## config.mk

```make
export PLATFORM = sky130hd
export DESIGN_NAME = udc_counter
export DESIGN_NICKNAME = d
export VERILOG_FILES = /design/src/hw/udc_pkg.sv /design/src/hw/udc_counter.sv
export SDC_FILE = /design/constraint.sdc
export NUM_CORES = 1
export LEC_CHECK = 0
export ABC_CLOCK_PERIOD_IN_PS = 2450
export BUFFER_PORTS_ARGS = -buffer_cell sky130_fd_sc_hd__clkbuf_2
export CAP_MARGIN = 20
export CORE_UTILIZATION = 46
export DETAILED_ROUTE_END_ITERATION = 6
export GPL_TIMING_DRIVEN = 0
export PLACE_DENSITY = 0.83
export SYNTH_ARGS = -nofsm -noshare
export SYNTH_HDL_FRONTEND = slang
export SYNTH_SLANG_ARGS = --single-unit
export TNS_END_PERCENT = 30
```

## constraint.sdc

```tcl
create_clock -name aclk -period 2.45 [get_ports aclk]
set_input_delay 0.1225 -clock aclk [delete_from_list [all_inputs] [get_ports aclk]]
set_output_delay 0.1225 -clock aclk [all_outputs]
set_load 0.05 [all_outputs]
```

## src/hw/udc_pkg.sv

```systemverilog
// package for the up/down synchronous counter block
// assumes one aclk domain and an axi4-lite register port
package udc_pkg;

  // counter geometry and wrap points
  localparam int UDC_COUNT_W = 4;
  localparam logic [3:0] UDC_ZERO = 4'h0;
  localparam logic [3:0] UDC_DECADE_TOP = 4'h9;
  localparam logic [3:0] UDC_BINARY_TOP = 4'hf;

  // register byte offsets
  localparam logic [31:0] UDC_CTRL_OFS = 32'h0000_0000;
  localparam logic [31:0] UDC_STATUS_OFS = 32'h0000_0004;

  // control register fields and reset value
  localparam int UDC_CTRL_RUN_BIT = 0;
  localparam logic UDC_CTRL_RUN_RST = 1'b1;

  // status register fields
  localparam int UDC_STAT_COUNT_LSB = 0;
  localparam int UDC_STAT_TC_BIT = 4;
  localparam int UDC_STAT_UP_BIT = 5;
  localparam int UDC_STAT_RUN_BIT = 6;
  localparam int UDC_STAT_DECADE_BIT = 8;

  // reset values of the counter and bus state
  localparam logic [3:0] UDC_COUNT_RST = 4'h0;
  localparam logic [31:0] UDC_WORD_RST = 32'h0000_0000;

  // axi response codes
  localparam logic [1:0] UDC_RESP_OKAY = 2'h0;
  localparam logic [1:0] UDC_RESP_SLVERR = 2'h2;

  // whole state of the block
  typedef struct packed {
    logic [3:0] count;
    logic run;
    logic aw_hold;
    logic [31:0] aw_addr;
    logic w_hold;
    logic [31:0] w_data;
    logic [3:0] w_strb;
    logic bvalid;
    logic [1:0] bresp;
    logic rvalid;
    logic [31:0] rdata;
    logic [1:0] rresp;
  } udc_state_s;

endpackage

```

## src/hw/udc_counter.sv

```systemverilog
// presettable 4-bit up/down counter, decade or binary build, axi4-lite
// assumes all pins synchronous to aclk and a single clock domain
//
// Function
// four-bit up/down synchronous counter, decade (bcd) or binary build.
// binary build acts the same but wraps modulo 16 instead of 10.
// every counter state change happens on the rising clock edge only.
// outputs can be preset to any value through the four data inputs.
// load enable low copies data inputs at next edge and stops counting.
// parallel load happens whatever the two count enables show.
// load takes precedence over every other operation on that edge.
// count only with load high and both enables low, else hold.
// both active-low count enables must be low; either high freezes.
// enabled with direction high, increment by one each rising edge.
// enabled with direction low, decrement by one each rising edge.
// terminal count low at zero counting down or top counting up.
// trickle enable gates terminal count combinationally; high forces high.
// terminal count ignores the parallel count enable level.
// binary build decodes up at all ones, down at all zeros.
// decade build decodes up at nine, down at all zeros.
// decade terminal count may also assert in states 11, 13, 15.
// decade build returns from unused states within two count steps.
// terminal count pulse spans about the high half of bit zero.
// cascaded stages feed terminal count into the next stage enables.
// terminal count must not be used as a clock; it may glitch.
//
// Implementation choices: the register addresses and the AXI4-Lite interface to the registers.
`timescale 1ns/1ps

module udc_counter
  import udc_pkg::*;
#(
  parameter int COUNT_W = udc_pkg::UDC_COUNT_W,
  parameter bit DECADE = 1'b1
)
(
  // clock and reset
  input wire logic aclk,
  input wire logic aresetn,
  // axi4-lite write address
  input wire logic s_axi_awvalid,
  output logic s_axi_awready,
  input wire logic [31:0] s_axi_awaddr,
  input wire logic [2:0] s_axi_awprot,
  // axi4-lite write data
  input wire logic s_axi_wvalid,
  output logic s_axi_wready,
  input wire logic [31:0] s_axi_wdata,
  input wire logic [3:0] s_axi_wstrb,
  // axi4-lite write response
  output logic s_axi_bvalid,
  input wire logic s_axi_bready,
  output logic [1:0] s_axi_bresp,
  // axi4-lite read address
  input wire logic s_axi_arvalid,
  output logic s_axi_arready,
  input wire logic [31:0] s_axi_araddr,
  input wire logic [2:0] s_axi_arprot,
  // axi4-lite read data
  output logic s_axi_rvalid,
  input wire logic s_axi_rready,
  output logic [31:0] s_axi_rdata,
  output logic [1:0] s_axi_rresp,
  // counter controls
  input wire logic load_enable_n,
  input wire logic parallel_count_enable_n,
  input wire logic trickle_count_enable_n,
  input wire logic count_up,
  input wire logic [3:0] preset_value,
  // counter results
  output logic [3:0] count_value,
  output logic terminal_count_n
);
  import udc_pkg::*;

  // only the documented four-bit counter is served
  initial
  begin
    if (COUNT_W != 4)
    begin
      $error("udc_counter: COUNT_W must be 4");
    end
  end

  udc_state_s state_reg;
  udc_state_s state_next;
  logic run_now;
  logic tc_up_hit;
  logic tc_down_hit;
  logic aw_take;
  logic w_take;
  logic ar_take;
  logic wr_ctrl;

  // counting is allowed only with load high and both enables low
  // count condition
  // both enables
  assign run_now = load_enable_n & ~parallel_count_enable_n
                   & ~trickle_count_enable_n & state_reg.run;

  // terminal state decode; decade up uses bits 0 and 3 only
  // binary decode
  // decade decode
  // unused states hit
  assign tc_up_hit = DECADE ? (state_reg.count[0] & state_reg.count[3])
                            : (state_reg.count == UDC_BINARY_TOP);
  assign tc_down_hit = (state_reg.count == UDC_ZERO);

  // terminal count gated by trickle enable only, not the parallel one
  // terminal count low
  // trickle gating
  // no parallel dependence
  // one-state pulse
  assign terminal_count_n = ~(~trickle_count_enable_n
                              & (count_up ? tc_up_hit : tc_down_hit));

  // bus handshakes
  assign s_axi_awready = ~state_reg.aw_hold & ~state_reg.bvalid;
  assign s_axi_wready = ~state_reg.w_hold & ~state_reg.bvalid;
  assign s_axi_arready = ~state_reg.rvalid;
  assign aw_take = s_axi_awvalid & s_axi_awready;
  assign w_take = s_axi_wvalid & s_axi_wready;
  assign ar_take = s_axi_arvalid & s_axi_arready;
  assign wr_ctrl = state_reg.aw_hold & state_reg.w_hold
                   & ~state_reg.bvalid
                   & (state_reg.aw_addr == UDC_CTRL_OFS);

  // outputs straight from state flops
  assign count_value = state_reg.count;
  assign s_axi_bvalid = state_reg.bvalid;
  assign s_axi_bresp = state_reg.bresp;
  assign s_axi_rvalid = state_reg.rvalid;
  assign s_axi_rdata = state_reg.rdata;
  assign s_axi_rresp = state_reg.rresp;

  // next state of counter and bus slave
  always_comb
  begin
    state_next = state_reg;
    // load wins
    // load copies
    // enables ignored
    // any preset
    if (!load_enable_n)
    begin
      state_next.count = preset_value;
    end
    else if (run_now)
    begin
      if (count_up)
      begin
        // increment
        // binary wraps
        // unused up to zero
        if (DECADE && state_reg.count >= UDC_DECADE_TOP)
        begin
          state_next.count = UDC_ZERO;
        end
        else
        begin
          state_next.count = state_reg.count + 4'h1;
        end
      end
      else
      begin
        // decrement
        // unused down to nine
        if (DECADE && (state_reg.count == UDC_ZERO
                       || state_reg.count > UDC_DECADE_TOP))
        begin
          state_next.count = UDC_DECADE_TOP;
        end
        else
        begin
          state_next.count = state_reg.count - 4'h1;
        end
      end
    end
    // write channel capture, address and data in either order
    if (aw_take)
    begin
      state_next.aw_hold = 1'b1;
      state_next.aw_addr = s_axi_awaddr;
    end
    if (w_take)
    begin
      state_next.w_hold = 1'b1;
      state_next.w_data = s_axi_wdata;
      state_next.w_strb = s_axi_wstrb;
    end
    // perform the write once both halves are held
    if (state_reg.aw_hold && state_reg.w_hold && !state_reg.bvalid)
    begin
      state_next.aw_hold = 1'b0;
      state_next.w_hold = 1'b0;
      state_next.bvalid = 1'b1;
      state_next.bresp = UDC_RESP_OKAY;
      if (wr_ctrl)
      begin
        if (state_reg.w_strb[0])
        begin
          state_next.run = state_reg.w_data[UDC_CTRL_RUN_BIT];
        end
      end
      else if (state_reg.aw_addr != UDC_STATUS_OFS)
      begin
        state_next.bresp = UDC_RESP_SLVERR;
      end
    end
    if (state_reg.bvalid && s_axi_bready)
    begin
      state_next.bvalid = 1'b0;
    end
    // read answer captured at the address handshake
    if (ar_take)
    begin
      state_next.rvalid = 1'b1;
      state_next.rdata = UDC_WORD_RST;
      state_next.rresp = UDC_RESP_OKAY;
      if (s_axi_araddr == UDC_CTRL_OFS)
      begin
        state_next.rdata[UDC_CTRL_RUN_BIT] = state_reg.run;
      end
      else if (s_axi_araddr == UDC_STATUS_OFS)
      begin
        state_next.rdata[UDC_STAT_COUNT_LSB +: 4] = state_reg.count;
        state_next.rdata[UDC_STAT_TC_BIT] = terminal_count_n;
        state_next.rdata[UDC_STAT_UP_BIT] = count_up;
        state_next.rdata[UDC_STAT_RUN_BIT] = state_reg.run;
        state_next.rdata[UDC_STAT_DECADE_BIT] = DECADE;
      end
      else
      begin
        state_next.rresp = UDC_RESP_SLVERR;
      end
    end
    else if (state_reg.rvalid && s_axi_rready)
    begin
      state_next.rvalid = 1'b0;
    end
  end

  // state register, rising edge only, synchronous reset
  // rising edge
  // counter flops
  always_ff @(posedge aclk)
  begin
    if (!aresetn)
    begin
      state_reg <= '0;
      state_reg.count <= UDC_COUNT_RST;
      state_reg.run <= UDC_CTRL_RUN_RST;
    end
    else
    begin
      state_reg <= state_next;
    end
  end
endmodule

```

==> impl_metrics.csv, run 1 <==
group,metric,value,unit
clocking,clkTransAtPathRegs,0.10,ns
critical_path,cp.arrival,2.03,ns
power,power_density,565,mW/mm2
routing,drc,0,
yosys,synth-seq-cells,53,
routing,dr_total_vias,2550,
critical_path,rr_startpoint,"count_value[0]",
routing,antenna_left,0,
worst_hold_path,hold_class,"input pin to register",
clocking,clock_tree.root_cell,"clkbuf_8",
run_status,status,"complete, no violations",
finish,final_nets,582,
global_routing,grt_pass1_vias,2313,
placed_design,hpwlAfterDp,5.02,mm
timing,relSlewSlack,65.1,%
routing,route.detailed.wl_per_inst,11.6,um
global_routing,busiest_layer,"met2",
yosys,synth_common_cells,"nand2_1 (78), dfxtp_1 (53), buf_4 (41)",
die,die_y,78.4,um
placed_design,place_area,0.00336,mm2
critical_path,cp_max_fo,10,
worst_hold_path,hold_start,"s_axi_awaddr[29]",
yosys,synth.cell_area,0.00268,mm2
critical_path,critPathLaunch,"count_value[0]",
yosys,ys_warn_count,0,
yosys,synth_edf_count,0,
finish,num_antenna_cells,0,
yosys,synth_top_area_share,39.5,%
timing,fin_crit,2.16,ns
power,ir_worst_vdd,0.247,mV
routing,drtIter0Drc,105,
yosys,ys_types,42,
timing,tightest_slew,0.510,ns
global_routing,antenna_found_initial,0,
global_routing,grt_util_met2,35.5,%
finish,largest_reg_flops,37,
routing,first_pass_iters,4,
yosys,synth_area_leaders,"dfxtp_1 (40%), buf_4 (11%), nand2_1 (11%)",
clocking,cts_made_buffers,5,
placed_design,portBuffers,98,
yosys,ys_seq_area_share,39.5,%
timing,slew_violations,0,
global_routing,use_met1,25.4,%
routing,totalWireLength,6.15,mm
flow_run,cap_violations,0,
yosys,yosysMostFrequentCell,"nand2_1",
clocking,clkSinkCount,53,
critical_path,cp-end-kind,"output pin",
timing,setup_slack,0.295,ns
die,coreArea,0.00557,mm2
clocking,htree_levels,2,
die,initial_utilization,48.1,%
global_routing,grt_pass1_wl,9.89,mm
power,p_leak,1.64,nW
finish,drive_gt1_share,34.4,%
timing,finClkSkew,0.00567,ns
clocking,cts_resized,0,
finish,final_area,0.00345,mm2
critical_path,worstSetupStartpointType,"register",
yosys,ys.flop_type,"dfxtp_1",
global_routing,overflow,0,
die,rows,27,
die,pin_count,167,
placed_design,pre_cts_slack,0.503,ns
timing,finalHoldViolations,0,
global_routing,track_usage,20.4,%
die,die_x,78.4,um
timing,fmaxAchievable,464,MHz
clocking,cts_hold_buffers,0,
routing,viasPerCell,4.80,
timing,final.period_utilization,88.0,%
clocking,cts_tree,"built",
finish,area_growth,28.5,%
yosys,synth.avg_cell_area,8.18,um2
yosys,yosys.area.top_type,"dfxtp_1",
yosys,syn_inst,328,
placed_design,gp_congestion,0.847,
clocking,cts_setup_buffers,0,
critical_path,required,2.33,ns
global_routing,use_met3,3.26,%
critical_path,critPathKind,"register to output pin",
clocking,clk_path_buf_depth,2,
global_routing,grt_max_degree,18,
finish,fill_cells,520,
yosys,async_flop_share,0,%
timing,setup_viol,0,
die,die_area,0.00614,mm2
timing,rsz0062_at_grt,"false",
timing,tns,0,ns
clocking,clkLatencyLatePin,0.31,ns
cells in the final DEF (no fill, tap or decap), drive strengths merged, types with 2 or more instances in the layout:
master    n
a21boi   35
dfxtp    53
nand4     3
nor2b     6
a31oi     2
buf      47
inv       6
mux2i     4
o21a      2
or2       3
conb     26
nor3      6
nor2      8
nand3     4
o21ai     8
a21oi     7
a211oi    2
nor4     15
and2      3
o211a     2
clkbuf  113
nand2b    4
a22o      6
nand2    78
ha        3
power breakdown:
part           switching (W)  leakage (nW)  internal [W]  total (W)
logic               0.000314          1.16      0.000183   0.000497
clock network       0.000299        0.0445      0.000203   0.000502
registers          0.0000362         0.435      0.000912   0.000948
total               0.000649          1.64       0.00130    0.00195
per-layer routing:
metal  vias to the layer above  routed length [um]
li1                       1316                   -
met1                      1128                2750
met2                        98                2950
met3                         8                 344
met4                         0                 114
met5                         -                   0
per-stage QoR:
stage	hold WS [ns]	total power [W]	utilization [%]	instances
finish	0.0173	0.00195	61.9	531
global placement	0.345	0.00145	60.2	523
global route	0.0112	0.00205	61.9	531
detailed placement	0.352	0.00147	60.2	523
CTS	0.0124	0.00196	61.9	531
floorplan	0.257	0.00133	-	353
cells by family after synthesis:
logic type,share of synthesized area [%]
simple gates,23.6
mux,1.91
compound gates,18.8
buf+inv,14.6
flops,39.5
fa+ha+maj,1.40
other cells,0.140
critical path: stages (launching register included):
cell and delay (ns):
dfxtp_1 0.58, inv_2 0.09, ha_1 0.27, nand2b_1 0.17, nor3_1 0.06, a31oi_1 0.13, or2_1 0.14, clkbuf_2 0.28
worst paths after layout:
check	cells past startpoint	slack, ns	endpoint
max	7	0.29	terminal_count_n
min	3	0.02	state_reg[104]
max reg2reg	7	0.46	count_value[2]
min reg2reg	2	0.46	state_reg[86]
cell type report:
cell class	instances	area [um2]	share of cell area, %
buffer	57	373	10.8
clock inverter	3	21.3	0.617
multi-input combinational	238	1330	38.4
clock buffer	5	68.8	2.00
inverter	5	18.8	0.544
tap	72	90.1	2.61
sequential	53	1060	30.8
timing repair buffer	98	490	14.2
Power figures use the tool's default switching activity.
==> inputs of run 2 (changes only) <==
ABC_AREA = 1   (was not set)
CORE_UTILIZATION = 48   (was 46)
PLACE_DENSITY = 0.84   (was 0.83)
==> run 2 against run 1 <==
Effect of this change: hold slack improved by 0.053 ns; count of clock-buffer cells in the layout increased by 1; critical path depth grew 1; register-to-register slack improved by 0.23 ns; setup slack gained 0.021 ns; first-iteration DRC count fell by 31%; non-clock buffer count decreased by 2; global-route usage grew 0.73 points.
==> impl_metrics.csv, run 2 <==
group,metric,value,unit
timing,fmaxAchievable,469,MHz
timing,rsz0062_at_grt,"false",
routing,first_pass_iters,4,
clocking,cts_made_buffers,5,
clocking,cts_hold_buffers,0,
yosys,synth_common_cells,"nor2_1 (101), nand2_1 (63), dfxtp_1 (53)",
yosys,synth_fa_ha_area_share,1.29,%
yosys,yosysMostFrequentCell,"nor2_1",
yosys,ys_seq_area_share,36.4,%
critical_path,worstSetupStartpointType,"register",
clocking,clkTransAtPathRegs,0.09,ns
global_routing,antenna_found_initial,0,
routing,drtIter0Drc,72,
placed_design,dp_cells,634,
power,p_leak,1.95,nW
yosys,synth_edf_count,0,
yosys,ys_warn_count,0,
die,rows,28,
placed_design,hpwlAfterDp,5.18,mm
yosys,async_flop_share,0,%
timing,setup_viol,0,
critical_path,cp_max_fo,8,
die,die_x,79.9,um
finish,drive_gt1_share,29.3,%
yosys,synth.avg_cell_area,6.70,um2
clocking,cts_setup_buffers,0,
global_routing,grt_pass1_wl,10.7,mm
clocking,cts_resized,0,
die,pin_count,167,
yosys,muxShareOfSynthArea,0,%
timing,finalHoldViolations,0,
clocking,clock_tree.root_cell,"clkbuf_8",
critical_path,required,2.33,ns
power,power_density,582,mW/mm2
global_routing,grt_pass1_vias,2676,
finish,layout.cells.most_common_list,"nor2_1 (101), clkbuf_2 (100), nand2_1 (63)",
finish,final_nets,690,
timing,slew_violations,0,
yosys,synth.cell_area,0.00291,mm2
clocking,clkSinkCount,53,
yosys,ys.flop_type,"dfxtp_1",
timing,finClkSkew,0.00687,ns
finish,num_antenna_cells,0,
yosys,synth_top_area_share,36.4,%
finish,largest_reg_flops,37,
die,coreArea,0.00589,mm2
yosys,synth_xor_area_share,0.601,%
yosys,synth_area_leaders,"dfxtp_1 (36%), nor2_1 (13%), buf_4 (11%)",
placed_design,portBuffers,99,
routing,viasPerCell,4.58,
finish,layout.cells.non_filler,642,
finish,fill_cells,571,
critical_path,cp.arrival,2.01,ns
routing,antenna_left,0,
global_routing,track_usage,21.1,%
yosys,synth-seq-cells,53,
power,p_total,0.00216,W
routing,totalWireLength,6.22,mm
timing,final.period_utilization,87.1,%
yosys,synth-simple-area-share,28.9,%
clocking,clkLatencyLatePin,0.30,ns
clocking,htree_levels,2,
global_routing,grt_max_degree,17,
die,die_y,79.9,um
placed_design,gp_congestion,0.825,
die,initial_utilization,49.5,%
routing,dr_total_vias,2939,
routing,route.detailed.wl_per_inst,9.68,um
yosys,synth_top_family_by_area,"simple AND/OR/NAND/NOR gates",
global_routing,overflow,0,
yosys,yosys.area.top_type,"dfxtp_1",
power,ir_worst_vdd,0.400,mV
yosys,syn_inst,435,
run_status,status,"complete, no violations",
yosys,ys_types,31,
timing,tns,0,ns
flow_run,cap_violations,0,
worst_hold_path,hold_class,"input pin to register",
yosys,synth_compound_area_share,12.7,%
routing,drc,0,
die,die_area,0.00638,mm2
critical_path,cp-end-kind,"output pin",
finish,layout_commonest_cell,"nor2_1",
clocking,cts_tree,"built",
critical_path,critPathKind,"register to output pin",
timing,fin_crit,2.13,ns
finish,area_growth,27.6,%
clocking,clk_path_buf_depth,2,
run 2: cell count changes after synthesis, moves of 13 or more:
cell | before | now
a21boi_1 | 35 | 0
a21oi_1 | 7 | 28
inv_1 | 2 | 42
nand2_1 | 78 | 63
nand3_1 | 4 | 25
nor2_1 | 7 | 101
nor4_1 | 13 | 0
o21ai_0 | 6 | 37
run 2: worst paths after layout:
path	start	end	slack (ns)	cells after the start
max	count_value[0]	terminal_count_n	0.32	8
min	s_axi_awaddr[11]	state_reg[86]	0.07	3
max reg2reg	count_value[0]	count_value[1]	0.69	9
min reg2reg	state_reg[97]	state_reg[97]	0.45	2
run 2: cells by family after synthesis:
logic type      Yosys count
simple gates            203
buf+inv                 102
compound gates           71
flops                    53
fa+ha+maj                 3
xor+xnor                  2
other cells               1
run 2: worst max-delay path, cell delays in order, from the launching register on:
cell	delay, ns
dfxtp_1	0.46
clkinv_1	0.26
ha_1	0.33
nand2_4	0.10
inv_2	0.04
a21oi_2	0.12
nor2_1	0.05
nand2_1	0.07
clkbuf_2	0.28
run 2: cell type report:
type	instances	area (um2)	share of cell area, %
inverters	48	183	4.92
clock inverters	2	37.5	1.01
well taps	75	93.8	2.53
plain buffers	54	398	10.7
flip-flops and latches	53	1060	28.6
repair buffers	99	495	13.3
clock buffers	6	82.6	2.22
multi-input cells	305	1370	36.7
run 2: through the flow:
stage	instance area (um2)	utilization (%)	hold slack [ns]	worst slack [ns]
6_report	3720	63.1	0.0704	0.316
5_1_grt	3720	63.1	0.0744	0.173
4_1_cts	3720	63.1	0.0634	0.292
3_5_place_dp	3600	61.1	0.378	0.632
3_3_place_gp	3600	61.1	0.365	0.652
2_1_floorplan	3010	-	0.268	0.592
run 2: power by group:
part | internal [W] | switching [W]
clock | 0.000332 | 0.000277
sequential | 0.000930 | 0.0000362
combinational | 0.000209 | 0.000378
total | 0.00147 | 0.000691
run 2: per-layer routing:
metal	global-route usage (%)	share of wire, %	wire, um	up-vias
met3	4.34	6.8	421	7
met2	40.9	51	3160	97
met4	5.36	0.93	58	0
li1	-	-	-	1563
met1	23.0	42	2580	1272
met5	0	0	0	-
==> inputs of run 3 (changes only) <==
CORE_UTILIZATION = 44   (was 48)
PLACE_DENSITY = 0.78   (was 0.84)
==> run 3 against run 2 <==
Effect of this change: sequential cell count stayed put; sequential share of layout area is 0.14 points higher; combinational power hardly changed; non-clock buffer count stayed put; maximum frequency is 2.3% lower; global-route usage is 3.0 points lower; routed wire length is 0.45% lower; clock power is 14% lower; setup slack worse by 0.050 ns; clock skew is 0.0052 ns higher; largest cell class unchanged.
==> impl_metrics.csv, run 3 (same netlist as run 2, synthesis figures left out) <==
group,metric,value,unit
power,swShare,33.9,%
die,pin_count,167,
power,power_frac_seq,46.5,%
power,power_frac_comb,28.2,%
routing,first_pass_iters,4,
global_routing,grt_max_degree,18,
finish,final_nets,690,
placed_design,place_area,0.00360,mm2
finish,layout_commonest_cell,"nor2_1",
finish,fill_cells,645,
global_routing,track_usage,18.1,%
critical_path,regToRegSetupSlack,0.68,ns
routing,antenna_left,0,
placed_design,gp_congestion,0.876,
global_routing,antenna_found_initial,0,
finish,largest_reg_flops,37,
placed_design,portBuffers,99,
routing,viasPerCell,4.48,
global_routing,grt_pass1_vias,2601,
clocking,cts_made_buffers,5,
flow_run,cap_violations,0,
critical_path,cp-end-kind,"output pin",
clocking,clkTransAtPathRegs,0.10,ns
finish,area_growth,26.9,%
die,die_y,83.4,um
die,rows,29,
timing,final.period_utilization,89.1,%
power,p_leak,1.94,nW
critical_path,required,2.33,ns
routing,drtIter0Drc,54,
routing,drc,0,
timing,fmaxAchievable,458,MHz
power,p_sw,0.000704,W
timing,fin_crit,2.18,ns
clocking,clkLatencyLatePin,0.31,ns
clocking,cts_tree,"built",
run_status,status,"complete, no violations",
die,die_area,0.00695,mm2
power,pwr-share-clk,25.3,%
clocking,cts_resized,0,
power,power_density,561,mW/mm2
clocking,clock_tree.root_cell,"clkbuf_8",
global_routing,overflow,0,
worst_hold_path,hold_class,"input pin to register",
power,p_int,0.00137,W
power,ir_worst_vdd,0.396,mV
clocking,cts_hold_buffers,0,
clocking,clkSinkCount,53,
finish,drive_gt1_share,29.3,%
routing,dr_total_vias,2887,
finish,multiInputGateArea,0.00137,mm2
critical_path,cp_max_fo,8,
clocking,cts_setup_buffers,0,
timing,tns,0,ns
timing,slew_violations,0,
global_routing,grt_pass1_wl,10.5,mm
finish,seq_area,0.00106,mm2
critical_path,worstSetupStartpointType,"register",
critical_path,cp.arrival,2.06,ns
timing,rsz0062_at_grt,"false",
die,coreArea,0.00639,mm2
timing,finalHoldViolations,0,
finish,layout.cells.most_common_list,"nor2_1 (101), clkbuf_2 (100), nand2_1 (63)",
die,die_x,83.4,um
timing,finClkSkew,0.0120,ns
die,initial_utilization,45.6,%
finish,num_antenna_cells,0,
finish,final_area,0.00370,mm2
placed_design,hpwlAfterDp,5.04,mm
clocking,clk_path_buf_depth,2,
routing,route.detailed.wl_per_inst,9.61,um
timing,setup_viol,0,
routing,totalWireLength,6.19,mm
finish,final_core_util,57.9,%
clocking,htree_levels,2,
critical_path,critPathKind,"register to output pin",
run 3: cell count changes in the layout (fill, tap and decap cells not counted), sizes merged:
cell,before,now
bufinv,1,0
inv,45,46
run 3: area by class of cell:
type	instances	area share [%]
multi-input combinational	305	36.9
sequential	53	28.7
timing repair buffer	99	13.4
buffer	54	10.8
inverter	48	4.94
tap	77	2.61
clock buffer	6	2.23
clock inverter	2	0.440
run 3: critical path, stage by stage, from the launching register on:
cell      delay (ns)
dfxtp_1         0.46
clkinv_1        0.28
ha_1            0.34
nand2_4         0.10
inv_2           0.04
a21oi_2         0.13
nor2_1          0.05
nand2_1         0.09
clkbuf_2        0.28
run 3: stage by stage:
stage                     worst slack (ns)  total power (W)  hold slack [ns]  cells
after detailed placement             0.582          0.00157            0.371    636
after CTS                            0.246          0.00208           0.0444    644
after global routing                 0.115          0.00219           0.0496    644
after floorplan                      0.592          0.00143            0.268    460
after global placement               0.631          0.00156            0.365    636
final                                0.266          0.00208           0.0508    644
run 3: metal layers:
metal	up-vias	share of wire (%)	global-route usage, %
met5	-	0	0
met4	0	0.66	4.55
met3	8	6.4	4.08
met2	98	49	33.5
met1	1224	44	20.9
li1	1557	-	-
run 3: worst paths after layout:
path,start,endpoint,cells after the start
setup / recovery,count_value[0],terminal_count_n,8
hold / removal,s_axi_awaddr[20],state_reg[95],3
setup reg to reg,count_value[0],count_value[3],10
hold reg to reg,state_reg[97],state_reg[97],2
run 3: power groups by stage:
stage | Combinational (W) | Sequential, W | Clock [W]
floorplan | 0.000444 | 0.000983 | 0
global placement | 0.000575 | 0.000983 | 0
detailed placement | 0.000585 | 0.000985 | 0
CTS | 0.000586 | 0.000965 | 0.000533
global route | 0.000652 | 0.000972 | 0.000570
finish | 0.000586 | 0.000964 | 0.000525
